**src/pwt_pkg.sv**
```systemverilog
package pwt_pkg;
  // special function register addresses
  localparam logic [7:0] SVC_ADDR    = 8'hA6;
  localparam logic [7:0] PRG_ADDR    = 8'hA7;
  // unlock and restart sequence bytes
  localparam logic [7:0] UNLOCK_1ST  = 8'h1E;
  localparam logic [7:0] UNLOCK_2ND  = 8'hE1;
  // timeout chain widths
  localparam int         PRE_W       = 14;
  localparam int         STG_W       = 7;
  localparam int         SEL_W       = 3;
  localparam int         CHAIN_W     = PRE_W + STG_W;
  localparam int         SEL_LSB     = 0;
  // oscillator periods per machine cycle, undoubled
  localparam logic [3:0] MC_OSC      = 4'h6;
  // reset pulse length in oscillator periods
  localparam logic [6:0] RSTP_OSC    = 7'h60;
  localparam logic [2:0] PRG_RESET   = 3'h0;

  typedef enum logic [2:0] {
    WD_OFF  = 3'b001,
    WD_RUN  = 3'b010,
    WD_FIRE = 3'b100
  } pwt_wd_e;

  typedef enum logic [1:0] {
    SQ_IDLE  = 2'b01,
    SQ_ARMED = 2'b10
  } pwt_seq_e;
endpackage : pwt_pkg

```
**src/pwt_watchdog.sv**
```systemverilog
`timescale 1ns/100ps
module pwt_watchdog (
  // clock and reset
  input  wire logic       core_clk,
  input  wire logic       reset,
  // special function register port
  input  wire logic [7:0] sfrAddr,
  input  wire logic [7:0] sfrWrData,
  input  wire logic       sfrWr,
  input  wire logic       sfrRd,
  output logic      [7:0] sfrRdData,
  input  wire logic       instrDone,
  // clocking and power state
  input  wire logic       oscTick,
  input  wire logic       coreClockDoubleMode,
  input  wire logic       watchdogClockDoubleSelect,
  input  wire logic       powerDown,
  input  wire logic       extIntLevel,
  // chip reset request
  output logic            chipResetOut
);
  import pwt_pkg::*;

  pwt_wd_e                 wdState_r, wdState_nxt;
  pwt_seq_e                seq_r, seq_nxt;
  logic [PRE_W-1:0]        prescale_r, prescale_nxt;
  logic [STG_W-1:0]        stage_r, stage_nxt;
  logic [SEL_W-1:0]        periodSel_r, periodSel_nxt;
  logic [3:0]              divCnt_r, divCnt_nxt;
  logic [6:0]              pulseCnt_r, pulseCnt_nxt;
  logic                    wakeHold_r, wakeHold_nxt;
  logic                    chipResetOut_r, chipResetOut_nxt;
  logic [7:0]              rdData_r, rdData_nxt;
  logic                    svcWr, prgWr, seqDone, countOk, countTick;
  logic                    atLimit;
  logic [3:0]              divTerm;
  logic [STG_W-1:0]        stageMask;

  //////////////////////////////////////////////////////////////////////////
  assign svcWr = sfrWr && (sfrAddr == SVC_ADDR);
  assign prgWr = sfrWr && (sfrAddr == PRG_ADDR);
  assign seqDone = (seq_r == SQ_ARMED) && svcWr
                   && (sfrWrData == UNLOCK_2ND);

  assign countOk = (wdState_r == WD_RUN) && !powerDown && !wakeHold_r;
  // machine cycle length
  // doubling dropped mid-cycle with the count above 5 stretches that one cycle past the wrap
  assign divTerm = (watchdogClockDoubleSelect ^ coreClockDoubleMode)
                   ? 4'((MC_OSC << 1) - 4'h1) : 4'(MC_OSC - 4'h1);
  assign countTick = countOk && oscTick && (divCnt_r == divTerm);
  assign stageMask = STG_W'((8'h01 << periodSel_r) - 8'h01);
  assign atLimit = (&prescale_r) && ((stage_r & stageMask) == stageMask);

  //////////////////////////////////////////////////////////////////////////
  // sequence detector
  always_comb begin
    seq_nxt = seq_r;
    case (seq_r)
      SQ_IDLE: begin
        if (svcWr && sfrWrData == UNLOCK_1ST) begin
          seq_nxt = SQ_ARMED;
        end
      end
      SQ_ARMED: begin
        if (svcWr && sfrWrData == UNLOCK_1ST) begin
          seq_nxt = SQ_ARMED;
        end else if (sfrWr || instrDone) begin
          seq_nxt = SQ_IDLE;
        end
      end
      default: seq_nxt = SQ_IDLE;
    endcase
  end

  //////////////////////////////////////////////////////////////////////////
  always_comb begin
    wdState_nxt      = wdState_r;
    prescale_nxt     = prescale_r;
    stage_nxt        = stage_r;
    divCnt_nxt       = divCnt_r;
    pulseCnt_nxt     = pulseCnt_r;
    periodSel_nxt    = periodSel_r;
    // hold after interrupt wake-up until the line goes high
    // level test: a line still low after wake keeps the chain parked
    wakeHold_nxt     = wakeHold_r;
    if (powerDown && !extIntLevel) begin
      wakeHold_nxt = 1'b1;
    end else if (extIntLevel) begin
      wakeHold_nxt = 1'b0;
    end
    case (wdState_r)
      WD_OFF: begin
        if (prgWr) begin
          periodSel_nxt = sfrWrData[SEL_LSB +: SEL_W];
        end
        if (seqDone) begin
          wdState_nxt  = WD_RUN;
          prescale_nxt = '0;
          stage_nxt    = '0;
          divCnt_nxt   = '0;
        end
      end
      WD_RUN: begin
        if (countOk && oscTick) begin
          divCnt_nxt = (divCnt_r == divTerm) ? 4'h0 : divCnt_r + 4'h1;
        end
        if (seqDone) begin
          prescale_nxt = '0;
          stage_nxt    = '0;
          divCnt_nxt   = '0;
        end else if (countTick && atLimit) begin
          wdState_nxt  = WD_FIRE;
          pulseCnt_nxt = '0;
        end else if (countTick) begin
          prescale_nxt = prescale_r + 1'b1;
          if (&prescale_r) begin
            stage_nxt = stage_r + 1'b1;
          end
        end
      end
      WD_FIRE: begin
        if (oscTick) begin
          if (pulseCnt_r == RSTP_OSC - 7'h01) begin
            wdState_nxt = WD_OFF;
          end else begin
            pulseCnt_nxt = pulseCnt_r + 7'h01;
          end
        end
      end
      default: wdState_nxt = WD_OFF;
    endcase
    chipResetOut_nxt = (wdState_nxt == WD_FIRE);
  end

  //////////////////////////////////////////////////////////////////////////
  // read: select field, or enable flag on the service address
  always_comb begin
    rdData_nxt = rdData_r;
    if (sfrRd) begin
      if (sfrAddr == PRG_ADDR) begin
        rdData_nxt = {5'h00, periodSel_r};
      end else if (sfrAddr == SVC_ADDR) begin
        rdData_nxt = {7'h00, wdState_r != WD_OFF};
      end else begin
        rdData_nxt = 8'h00;
      end
    end
  end

  //////////////////////////////////////////////////////////////////////////
  // hardware reset clears everything
  always_ff @(posedge core_clk or posedge reset) begin
    if (reset) begin
      wdState_r      <= WD_OFF;
      seq_r          <= SQ_IDLE;
      prescale_r     <= '0;
      stage_r        <= '0;
      periodSel_r    <= PRG_RESET;
      divCnt_r       <= 4'h0;
      pulseCnt_r     <= 7'h00;
      wakeHold_r     <= 1'b0;
      chipResetOut_r <= 1'b0;
      rdData_r       <= 8'h00;
    end else begin
      wdState_r      <= wdState_nxt;
      seq_r          <= seq_nxt;
      prescale_r     <= prescale_nxt;
      stage_r        <= stage_nxt;
      periodSel_r    <= periodSel_nxt;
      divCnt_r       <= divCnt_nxt;
      pulseCnt_r     <= pulseCnt_nxt;
      wakeHold_r     <= wakeHold_nxt;
      chipResetOut_r <= chipResetOut_nxt;
      rdData_r       <= rdData_nxt;
    end
  end

  assign sfrRdData    = rdData_r;
  assign chipResetOut = chipResetOut_r;

  //////////////////////////////////////////////////////////////////////////
  // checks against an independently formed chain limit
  logic [CHAIN_W:0] fullMask;
  assign fullMask = (CHAIN_W+1)'((23'h1 << (PRE_W + periodSel_r)) - 23'h1);
endmodule : pwt_watchdog

```
**config.mk**
```make
export PLATFORM = sky130hd
export DESIGN_NAME = pwt_watchdog
export DESIGN_NICKNAME = d
export VERILOG_FILES = /design/src/pwt_pkg.sv /design/src/pwt_watchdog.sv
export SDC_FILE = /design/constraint.sdc
export NUM_CORES = 1
export LEC_CHECK = 0
export BUFFER_PORTS_ARGS = -buffer_cell sky130_fd_sc_hd__buf_2
export CORE_MARGIN = 2
export CORE_UTILIZATION = 30
export DETAILED_ROUTE_END_ITERATION = 8
export PLACE_DENSITY_LB_ADDON = 0.1
export SETUP_SLACK_MARGIN = 0.05
export SLEW_MARGIN = 20
export SYNTH_ARGS = -nofsm -noshare
export SYNTH_HDL_FRONTEND = slang
export SYNTH_SLANG_ARGS = --single-unit
```
**constraint.sdc**
```tcl
create_clock -name core_clk -period 4 [get_ports core_clk]
set_clock_uncertainty 0.1 [all_clocks]
set_input_delay 1.2 -clock core_clk [delete_from_list [all_inputs] [get_ports core_clk]]
set_output_delay 1.2 -clock core_clk [all_outputs]
set_load 0.01 [all_outputs]
```
# Word level (Yosys, flattened, before mapping)
# Index checks and enable logic that the tools add are counted.
# totals
ff_bits,50
inputBits,26
output_inout_bits,9
word_cells,105
# op_classes
add_sub_neg,5
eq_ne,25
shift,1
n_mux,36
n_bitwise,2
reduce_logical,26
# op_table
operator,count
7-bit two-way mux,9
14-bit two-way mux,4
14-bit one-hot mux with 2 select lines,1
7-bit one-hot mux with 2 select lines,2
"8-bit == test, second input constant",3
4-bit two-way mux,5
3-bit two-way mux,6
"14-bit by 1-bit adder with 14-bit output, second input constant",1
"7-bit by 1-bit adder with 7-bit output, second input constant",2
14-bit AND reduction,1
1-bit logical AND,12
"2-bit inequality test, second input constant",5
5-bit AND reduction,2
3-bit one-hot mux with 3 select lines,1
"8-bit by 5-bit == test with 1-bit output, second input constant",1
4-bit one-hot mux with 2 select lines,1
7-bit AND,1
7-bit == test,1
"7-bit == test, second input constant",1
"1-bit by 3-bit << shifter with 7-bit output, first input constant",1
"7-bit by 1-bit subtractor with 7-bit output, second input constant",1
"3-bit == test, second input constant",2
2-bit two-way mux,3
"3-bit by 1-bit inequality test with 1-bit output, second input constant",2
other kinds (18),27

# Longest topological paths before layout
# Gate-level depths: netlist (run 1).
# logic_depth
depth_word,10
mapped_depth,12
depth_no_buf,9

# Worst setup path before layout (run 1)
# OpenSTA, ideal clock, no wires.
# synth_timing
kind,input-to-reg
start,input port coreClockDoubleMode
end,register pulseCnt_r[4]
setup_ns,0.078
t_arrival_ns,2.789
t_required_ns,3.822
setup_slack_ns,1.032
stages,7
n_path_buf,1
path_cell_list,xnor2_1 > mux2i_1 > and3_4 > a31oi_4 > buf_6 > or4_1 > a21oi_1
# synth_via
elab_chain_len,7
# synth_lines
item,line_no,rtl
from (decl),pwt_watchdog.sv:15,"input wire logic coreClockDoubleMode,"
1-bit XOR,pwt_watchdog.sv:48,assign divTerm = (watchdogClockDoubleSelect ^ coreClockDoubleMode)
4-bit two-way mux,pwt_watchdog.sv:49,? 4'((MC_OSC << 1) - 4'h1) : 4'(MC_OSC - 4'h1);
4-bit == test,pwt_watchdog.sv:50,assign countTick = countOk && oscTick && (divCnt_r == divTerm);
1-bit logical AND,pwt_watchdog.sv:50,
1-bit logical AND,pwt_watchdog.sv:111,end else if (countTick && atLimit) begin
2-bit by 1-bit inequality test with 1-bit output (no source line),n/a,
5-bit AND reduction (no source line),n/a,
to (signal assigned),pwt_watchdog.sv:171,pulseCnt_r <= pulseCnt_nxt;
to (decl),pwt_watchdog.sv:30,"logic [6:0] pulseCnt_r, pulseCnt_nxt;"
# Every way passes these cells.
# A chain may end at the register's enable or synchronous reset.

# Worst setup path in the final report (run 1)
# layout_timing
start,register periodSel_r[2]
end,register pulseCnt_r[3]
# layout_via
elab_chain_len,8
# layout_lines
item,line_no,rtl
from (decl),pwt_watchdog.sv:28,"logic [SEL_W-1:0] periodSel_r, periodSel_nxt;"
from (signal assigned),pwt_watchdog.sv:169,periodSel_r <= periodSel_nxt;
1-bit by 3-bit << shifter with 7-bit output *,pwt_watchdog.sv:51,assign stageMask = STG_W'((8'h01 << periodSel_r) - 8'h01);
7-bit by 1-bit subtractor with 7-bit output *,pwt_watchdog.sv:51,
7-bit AND,pwt_watchdog.sv:52,assign atLimit = (&prescale_r) && ((stage_r & stageMask) == stageMask);
7-bit == test *,pwt_watchdog.sv:52,
1-bit logical AND *,pwt_watchdog.sv:52,
1-bit logical AND *,pwt_watchdog.sv:111,
2-bit by 1-bit inequality test with 1-bit output (no source line) *,n/a,
5-bit AND reduction (no source line) *,n/a,
# Every way passes the cells marked *; elsewhere a longest branch is shown, timed or not.

==> reports/qor.yml, run 1 <==
path_buf_inv: 1
num_vias: 2525
synth_edf_count: 0
path_delay_family: "simple AND/OR/NAND/NOR gates"
cts-root-buf: "clkbuf_8"
min_period_over_period_pct: 76.3
worstHoldStart: "wakeHold_r"
numCtsBuffers: 5
reg2reg_slack_ns: 0.95
grt.total_usage_pct: 14.3
post_cts_buffers: 0
grt_pass1_vias: 2373
fmax_mhz: 328
setup.worst_path.start: "periodSel_r[2]"
grt_pass1_wl_um: 11800
cp-end-kind: "flop"
dr.first_iter.drc_count: 90
cts.clk_slew.worst_paths_ns: 0.09
arrival_ns: 3.15
synth_ff_type: "dfrtp_1"
mostFrequentLayoutCells: "dfrtp_1 (43), buf_2 (29), a21oi_1 (25)"
die-area_um2: 10500
hp-class: "flop to flop"
antenna_found_initial: 0
critPathMaxFanout: 8
worst_path_most_repeated_cell: "nor2b_1"
hold_buffers: 0
dieHeight_um: 103
ys_seq_area_share_pct: 38.7
grt_max_degree: 46
ys_async_sr_fraction_pct: 100
p_leak_uw: 0.00141
clk_latency_ns: 0.30
cp-start-kind: "flop"
tritoncts: "built"
cellPowerDensity_nw_per_um2: 278
nNetsFinal: 381
gp_congestion: 0.841
drive_gt1_share_pct: 16.3
syn2layout_area_growth_pct: 12.0
dp.final_hpwl_um: 4980
required_ns: 4.09
io_pins: 35
std_cell_rows: 35
hold_viol: 0
avgSynthCellArea_um2: 9.07
utilization_pct: 35.0
drtPass1Iterations: 4
setup_violations: 0
grt-ovfl-total: 0
routedWlPerCell_um: 14.5
layout_commonest_cell: "dfrtp_1"
synth_cells: 321
syn_area_um2: 2910
synth_cell_type_count: 63
initial_core_util_pct: 31.2
viasPerCell: 5.28
tightestPinTransition_ns: 0.826
clockBufferDepth: 2
synth_seq_cells: 45
cts_resized: 0
drtAntennaViolNets: 0
crit_slowest_cell: "nor4_1"
max-cap-violations: 0
drc: 0
io_buffer_count: 29
path_class: "flop to flop"
status: "finished, final reports clean"
wl_um: 6930
die_w_um: 103
relSlewSlack_pct: 44.9
path_cells: "nor3_1, inv_1, ha_1, nor2b_1, mux2i_1, o311ai_1, nor4_1, nor2b_1, mux2_1"
fin_tns_setup_ns: 0
slew_violations: 0
rsz0062_at_grt: "no"
core_area_um2: 9330
diodes: 0
reg2reg_from: "periodSel_r[2]"
min_period_ns: 3.05
slowest_delay_ns: 0.59
peakVddDrop_mv: 0.112
htree_num_levels: 2
synth-warning-count: 0
cts_sinks: 45
p_total_uw: 907
## synth_stat cells (2+ instances only)
master | instances | share of area (%)
ha_1 | 7 | 3.0
mux2_2 | 3 | 1.2
o211a_1 | 2 | 0.69
nand4bb_1 | 2 | 0.77
or4_1 | 13 | 3.4
o21ai_1 | 2 | 0.34
dfrtp_1 | 43 | 37
and2_1 | 4 | 0.86
nand4_1 | 6 | 1.3
a31oi_1 | 4 | 0.86
buf_4 | 6 | 1.5
a22o_1 | 5 | 1.5
nand2_1 | 24 | 3.1
inv_1 | 16 | 2.1
nand3b_1 | 2 | 0.52
o31ai_1 | 15 | 3.9
or3_1 | 4 | 0.86
or2_2 | 3 | 0.64
a211o_1 | 2 | 0.60
mux2i_1 | 4 | 1.4
and3_1 | 4 | 0.86
nand2b_1 | 5 | 1.1
nor4b_1 | 2 | 0.60
nor2_1 | 22 | 2.8
o22ai_1 | 2 | 0.43
a21o_1 | 3 | 0.77
and4_1 | 5 | 1.5
dfstp_2 | 2 | 1.8
nand3_1 | 16 | 2.7
and4b_1 | 3 | 1.0
buf_2 | 3 | 0.52
a21oi_1 | 25 | 4.3
o21a_1 | 2 | 0.52
o21ai_0 | 16 | 2.7
nand4b_1 | 2 | 0.60
nor4_1 | 3 | 0.64
nor3_1 | 7 | 1.2
clkbuf_1 | 4 | 0.52
nor2b_1 | 4 | 0.86
## cell type report
class / count / area, um^2
clock buffer: 7 / 96.3
clock inverter: 1 / 5.00
fill: 984 / 6070
inverter: 16 / 61.3
multi-input combinational: 249 / 1650
sequential: 45 / 1130
tap: 129 / 161
timing repair buffer: 31 / 160
## metrics by stage
step | cell area (um^2) | cells | hold slack, ns | worst slack, ns
2_1_floorplan | 2930 | 325 | 0.344 | 1.03
3_3_place_gp | 3160 | 470 | 0.388 | 0.722
3_5_place_dp | 3160 | 470 | 0.400 | 0.700
4_1_cts | 3260 | 478 | 0.414 | 0.887
5_1_grt | 3260 | 478 | 0.456 | 0.735
6_report | 3260 | 478 | 0.409 | 0.947
## sequential cells by signal, summed over array words and instances, names as in the netlist
signal and cells:
prescale_r 14, pulseCnt_r 7, stage_r 7, divCnt_r 4, periodSel_r 3, sfrRdData 3
wdState_r 3, seq_r 2, chipResetOut 1, wakeHold_r 1
## worst min-delay path, stage by stage (launching register included)
cell and delay, ns:
dfrtp_1 0.33, nor2_1 0.05, nor2_1 0.09
## power breakdown
part / internal [uW] / switching (uW)
Clock: 157 / 165
Sequential: 466 / 8.18
Combinational: 45.8 / 65.1
Total: 668 / 239
## kinds of logic after synthesis
group	after synthesis	synth area share (%)
flops	45	38.7
simple gates	139	28.6
other cells	1	0.129
buf+inv	31	5.15
compound gates	89	21.2
fa+ha+maj	7	3.01
xor+xnor	1	0.301
mux	8	2.92
## path summary, 6_finish.rpt
path | depth (start not counted) | end
setup / recovery | 9 | pulseCnt_r[3]
hold / removal | 2 | wakeHold_r
setup reg to reg | 9 | pulseCnt_r[3]
hold reg to reg | 2 | wakeHold_r
max in group asynchronous | 2 | pulseCnt_r[2]
min in group asynchronous | 2 | prescale_r[9]
## layer usage
layer	global-route usage, %	vias up	part of all wire, %
met2	22.2	40	44
met5	0	-	0
met1	20.3	1210	52
met4	4.92	0	1.1
li1	-	1269	-
met3	2.17	6	2.8
No activity file was read; power rests on OpenSTA's default activity.
==> inputs of run 2 (changes only) <==
==> constraint.sdc (replaced) <==
create_clock -name core_clk -period 2.8 [get_ports core_clk]
set_clock_uncertainty 0.1 [all_clocks]
set_input_delay 0.84 -clock core_clk [delete_from_list [all_inputs] [get_ports core_clk]]
set_output_delay 0.84 -clock core_clk [all_outputs]
set_load 0.01 [all_outputs]
==> run 2 against run 1 <==
- flip-flop and latch count did not move
- clock-buffer cell count rose by 1
- total power rose by 42%
- highest routed layer unchanged
- core utilization rose by 2.5 points
- via count rose by 2.8%
- worst setup slack got worse by 0.71 ns
==> reports/qor.yml, run 2 (same netlist as run 1, synthesis figures left out) <==
topRoutingLayerUsed: "met4"
hold_buffers: 0  # unchanged
cts.clk_slew.worst_paths_ns: 0.09  # about the same
dp.final_hpwl_um: 5670  # +14%
num_vias: 2596  # +2.8%
std_cell_rows: 35  # unchanged
met1_length_um: 3650  # +1.4%
fillers: 991  # +0.71%
drtPass1Iterations: 4  # unchanged
setup.worst_path.start: "periodSel_r[2]"
required_ns: 2.93  # -1.16 ns
io_buffer_count: 29  # unchanged
grt_pass1_vias: 2484  # +4.7%
htree_num_levels: 2  # unchanged
mostFrequentLayoutCells: "dfrtp_1 (43), buf_2 (29), buf_4 (29)"
numCtsBuffers: 5  # unchanged
fmax_mhz: 391  # +19%
dieHeight_um: 103  # unchanged
layout_commonest_cell: "dfrtp_1"
initial_core_util_pct: 31.2  # unchanged
p_total_uw: 1290  # +42%
drtAntennaViolNets: 0  # unchanged
gp_congestion: 0.759  # -9.8%
relSlewSlack_pct: 66.1  # +21 points
grt_max_degree: 26  # -43%
nNetsFinal: 409  # +7.3%
rsz0062_at_grt: "no"
cp-end-kind: "flop"
drive_gt1_share_pct: 23.1  # +6.7 points
cellPowerDensity_nw_per_um2: 369  # +33%
cp-start-kind: "flop"
antenna_found_initial: 0  # unchanged
critPathMaxFanout: 9  # +1
grt_pass1_wl_um: 12200  # +3.6%
viasPerCell: 5.13  # -2.9%
clockBufferDepth: 2  # unchanged
tightestPinTransition_ns: 0.506  # -0.321 ns
grt-ovfl-total: 0  # unchanged
wl_um: 7300  # +5.4%
setup_violations: 0  # unchanged
regMostFlops: "prescale_r"
grt.total_usage_pct: 14.8  # +0.56 points
dr.first_iter.drc_count: 131  # +46%
clk_latency_ns: 0.30  # about the same
path_class: "flop to flop"
slew_violations: 0  # unchanged
min_period_ns: 2.56  # -0.494 ns
core_area_um2: 9330  # unchanged
status: "finished, final reports clean"
syn2layout_area_growth_pct: 19.8
hold_viol: 0  # unchanged
reg.largest.list: "prescale_r: 14 flops, pulseCnt_r: 7 flops, stage_r: 7 flops"
p_leak_uw: 0.00155  # +9.7%
diodes: 0  # unchanged
routedWlPerCell_um: 14.4  # -0.43%
die_w_um: 103  # unchanged
io_pins: 35  # unchanged
hp-class: "flop to flop"
wl_met3_um: 238  # +23%
cts_sinks: 45  # unchanged
drc: 0  # unchanged
arrival_ns: 2.69  # -0.46 ns
tritoncts: "built"
max-cap-violations: 0  # unchanged
cts-root-buf: "clkbuf_8"
die-area_um2: 10500  # unchanged
peakVddDrop_mv: 0.175  # +56%
reg2reg_from: "periodSel_r[2]"
largest_register_ffs: 14  # unchanged
wl_met2_um: 3370  # +10%
utilization_pct: 37.4  # +2.5 points
worstHoldStart: "pulseCnt_r[0]"
min_period_over_period_pct: 91.4  # +15 points
## run 2: changes by cell type in the layout (fill, tap and decap cells not counted), sizes merged
cell and delta:
clkbuf +1, clkinv -2, inv +1, buf +28
## run 2: repair_timing
action,CTS,global route
buffers inserted,0,0
resized for setup,1,3
pin swaps,0,1
endpoints found under the setup margin,1,13
## run 2: routing by layer
| metal | global-route usage, % | vias up |
|---|---|---|
| li1 | - | 1310 |
| met1 | 20.8 | 1244 |
| met2 | 24.3 | 40 |
| met3 | 2.51 | 2 |
| met4 | 2.77 | 0 |
| met5 | 0 | - |
## run 2: through the flow
stage	instances	setup TNS (ns)	hold WS [ns]	setup slack (ns)	instance area, um^2
after global routing	506	0	0.454	0.0534	3490
after global placement	498	0	0.390	0.0511	3380
after floorplan	325	0	0.344	0.103	2930
final	506	0	0.414	0.241	3490
after detailed placement	498	-0.000356	0.404	-0.000356	3380
after CTS	506	0	0.417	0.112	3480
## run 2: critical path: stages, from the launching register on
cell and delay (ns):
dfrtp_1 0.43, nor3_2 0.19, inv_1 0.06, ha_1 0.24
nor2b_1 0.14, mux2i_1 0.23, o311a_4 0.27, a31oi_4 0.14
or4_4 0.54, a21oi_2 0.13
## run 2: path summary, 6_finish.rpt
check / to / slack, ns / cells after the start
setup / recovery: pulseCnt_r[6] / 0.24 / 9
hold / removal: pulseCnt_r[0] / 0.41 / 1
setup reg to reg: pulseCnt_r[6] / 0.24 / 9
hold reg to reg: pulseCnt_r[0] / 0.41 / 1
max in group asynchronous: wdState_r[0] / 1.55 / 3
min in group asynchronous: prescale_r[5] / 0.45 / 2
## run 2: area by class of cell
cell class                 count  area [um^2]  share of cell area [%]
inverter                      16         60.1                    1.72
clock buffer                   8         90.1                    2.58
sequential                    45         1130                    32.3
multi-input combinational    249         1670                    47.8
timing repair buffer          59          383                    11.0
tap                          129          161                    4.62
## run 2: power by group
part | switching (uW) | leakage, uW | internal, uW
Clock | 229 | 0.0000455 | 202
Combinational | 101 | 0.000883 | 81.6
Sequential | 8.03 | 0.000620 | 665
Total | 338 | 0.00155 | 949
==> inputs of run 3 (changes only) <==
--- a/config.mk
+++ b/config.mk
@@ -6,6 +6,7 @@
 export NUM_CORES = 1
 export LEC_CHECK = 0
 export BUFFER_PORTS_ARGS = -buffer_cell sky130_fd_sc_hd__buf_2
+export CORE_ASPECT_RATIO = 1.5
 export CORE_MARGIN = 2
 export CORE_UTILIZATION = 30
 export DETAILED_ROUTE_END_ITERATION = 8
==> run 3 against run 2 <==
- clock power grew 42%
- maximum frequency about the same
- combinational power about the same
- worst setup slack better by 0.00061 ns
- sequential power is essentially flat
- sequential share of layout area fell by 0.34 points
- via count up 1.8%
- critical path depth is the same
- core utilization shrank 0.59 points
- largest cell class unchanged
==> reports/qor.yml, run 3 (same netlist as run 1, synthesis figures left out) <==
grt.total_usage_pct: 15.5  # +0.71 points
min_period_over_period_pct: 91.4  # about the same
critPathMaxFanout: 8  # -1
fillers: 1037  # +4.6%
core_area_um2: 9580  # +2.7%
arrival_ns: 2.68  # about the same
p_leak_uw: 0.00158  # +2.0%
cp-start-kind: "flop"
timing.hold.ws_ns: 0.376  # -0.0379 ns
tritoncts: "built"
area.sequential_um2: 1130  # unchanged
initial_core_util_pct: 30.4  # -0.82 points
routedWlPerCell_um: 16.0  # +11%
cp-end-kind: "flop"
topRoutingLayerUsed: "met4"
status: "finished, final reports clean"
gp_congestion: 0.754  # -0.66%
diodes: 0  # unchanged
path_cells: "nor3_2, inv_1, ha_1, o211a_1, or3_1, a21o_1, buf_4, or4_1, a21oi_1"
regMostFlops: "prescale_r"
layout_commonest_cell: "dfrtp_1"
fmax_mhz: 391  # about the same
max-cap-violations: 0  # unchanged
fin_tns_setup_ns: 0  # unchanged
grt_pass1_vias: 2562  # +3.1%
crit_slowest_cell: "dfrtp_1"
setup_violations: 0  # unchanged
clk_latency_ns: 0.29  # about the same
grt_pass1_wl_um: 12900  # +5.9%
grt_max_degree: 29  # +12%
cellPowerDensity_nw_per_um2: 417  # +13%
multi_input_area_um2: 1660  # -0.53%
dpl_worst_slack_ns: 0.0433  # +0.0437 ns
tightestPinTransition_ns: 0.653  # +0.147 ns
hold_viol: 0  # unchanged
cts.clk_slew.worst_paths_ns: 0.06  # -0.03 ns
die-area_um2: 10500  # +0.16%
largest_register_ffs: 14  # unchanged
finalNonFillerCells: 493  # -2.6%
dp.final_hpwl_um: 6180  # +9.0%
die_w_um: 84.5  # -18%
relSlewSlack_pct: 56.4  # -9.7 points
setup_slack_ns: 0.242  # +0.000609 ns
post_cts_buffers: 0  # unchanged
rsz0062_at_grt: "no"
io_pins: 35  # unchanged
dr.first_iter.drc_count: 106  # -19%
path_buf_inv: 2  # +1
reg2reg_slack_ns: 0.24  # about the same
io_buffer_count: 29  # unchanged
cts-root-buf: "clkbuf_16"
drtAntennaViolNets: 0  # unchanged
antenna_found_initial: 0  # unchanged
htree_num_levels: 2  # unchanged
slew_violations: 0  # unchanged
drive_gt1_share_pct: 22.8  # -0.33 points
nNetsFinal: 410  # +0.24%
dieHeight_um: 125  # +22%
clockBufferDepth: 2  # unchanged
drtPass1Iterations: 4  # unchanged
path_delay_family: "simple AND/OR/NAND/NOR gates"
peakVddDrop_mv: 0.234  # +34%
syn2layout_area_growth_pct: 21.1
cts_sinks: 45  # unchanged
hp-class: "flop to flop"
std_cell_rows: 44  # +26%
utilization_pct: 36.8  # -0.59 points
num_vias: 2642  # +1.8%
placed_cells: 485  # -2.6%
numCtsBuffers: 5  # unchanged
hold_buffers: 0  # unchanged
grt-ovfl-total: 0  # unchanged
min_period_ns: 2.56  # -0.000609 ns
reg.largest.list: "prescale_r: 14 flops, pulseCnt_r: 7 flops, stage_r: 7 flops"
wl_met3_um: 199  # -16%
drc: 0  # unchanged
cts_resized: 0  # -1
required_ns: 2.92  # about the same
wl_met2_um: 4440  # +32%
viasPerCell: 5.36  # +4.5%
slowest_delay_ns: 0.43  # -0.11 ns
path_class: "flop to flop"
met1_length_um: 3030  # -17%
mostFrequentLayoutCells: "dfrtp_1 (43), buf_4 (30), buf_2 (29)"
wl_um: 7870  # +7.8%
## run 3: stage by stage
step	area (um^2)	total power (uW)
6_report	3530	1470
4_1_cts	3520	1490
3_5_place_dp	3370	872
5_1_grt	3530	1540
3_3_place_gp	3370	870
2_1_floorplan	2930	806
## run 3: worst paths after layout
| kind | depth (start not counted) | endpoint | startpoint |
|---|---|---|---|
| max in group asynchronous | 3 | seq_r[0] | reset |
| worst min register to register | 2 | wakeHold_r | wakeHold_r |
| worst min-delay path | 2 | wakeHold_r | wakeHold_r |
| worst max register to register | 9 | prescale_r[12] | periodSel_r[2] |
| min in group asynchronous | 2 | pulseCnt_r[1] | reset |
| worst max-delay path | 9 | prescale_r[12] | periodSel_r[2] |
## run 3: area by class of cell
cell class | count | share of cell area (%)
Tap cell | 115 | 4.08
Multi-Input combinational cell | 249 | 47.0
Inverter | 16 | 1.70
Sequential cell | 45 | 32.0
Timing Repair Buffer | 60 | 11.1
Clock buffer | 8 | 4.15
## run 3: per-layer routing
metal | GRT usage (%) | vias up
li1 | - | 1319
met1 | 16.7 | 1269
met2 | 29.4 | 44
met3 | 2.32 | 10
met4 | 6.82 | 0
met5 | 0 | -
## run 3: report_power, final
part | internal [uW] | switching, uW
registers | 666 | 8.47
logic | 81.6 | 102
clock network | 357 | 255
total | 1100 | 365
## run 3: worst min-delay path, delay by kind of cell (launching register included)
family | cells | cell delay (ns)
flops | 1 | 0.32
simple gates | 2 | 0.12
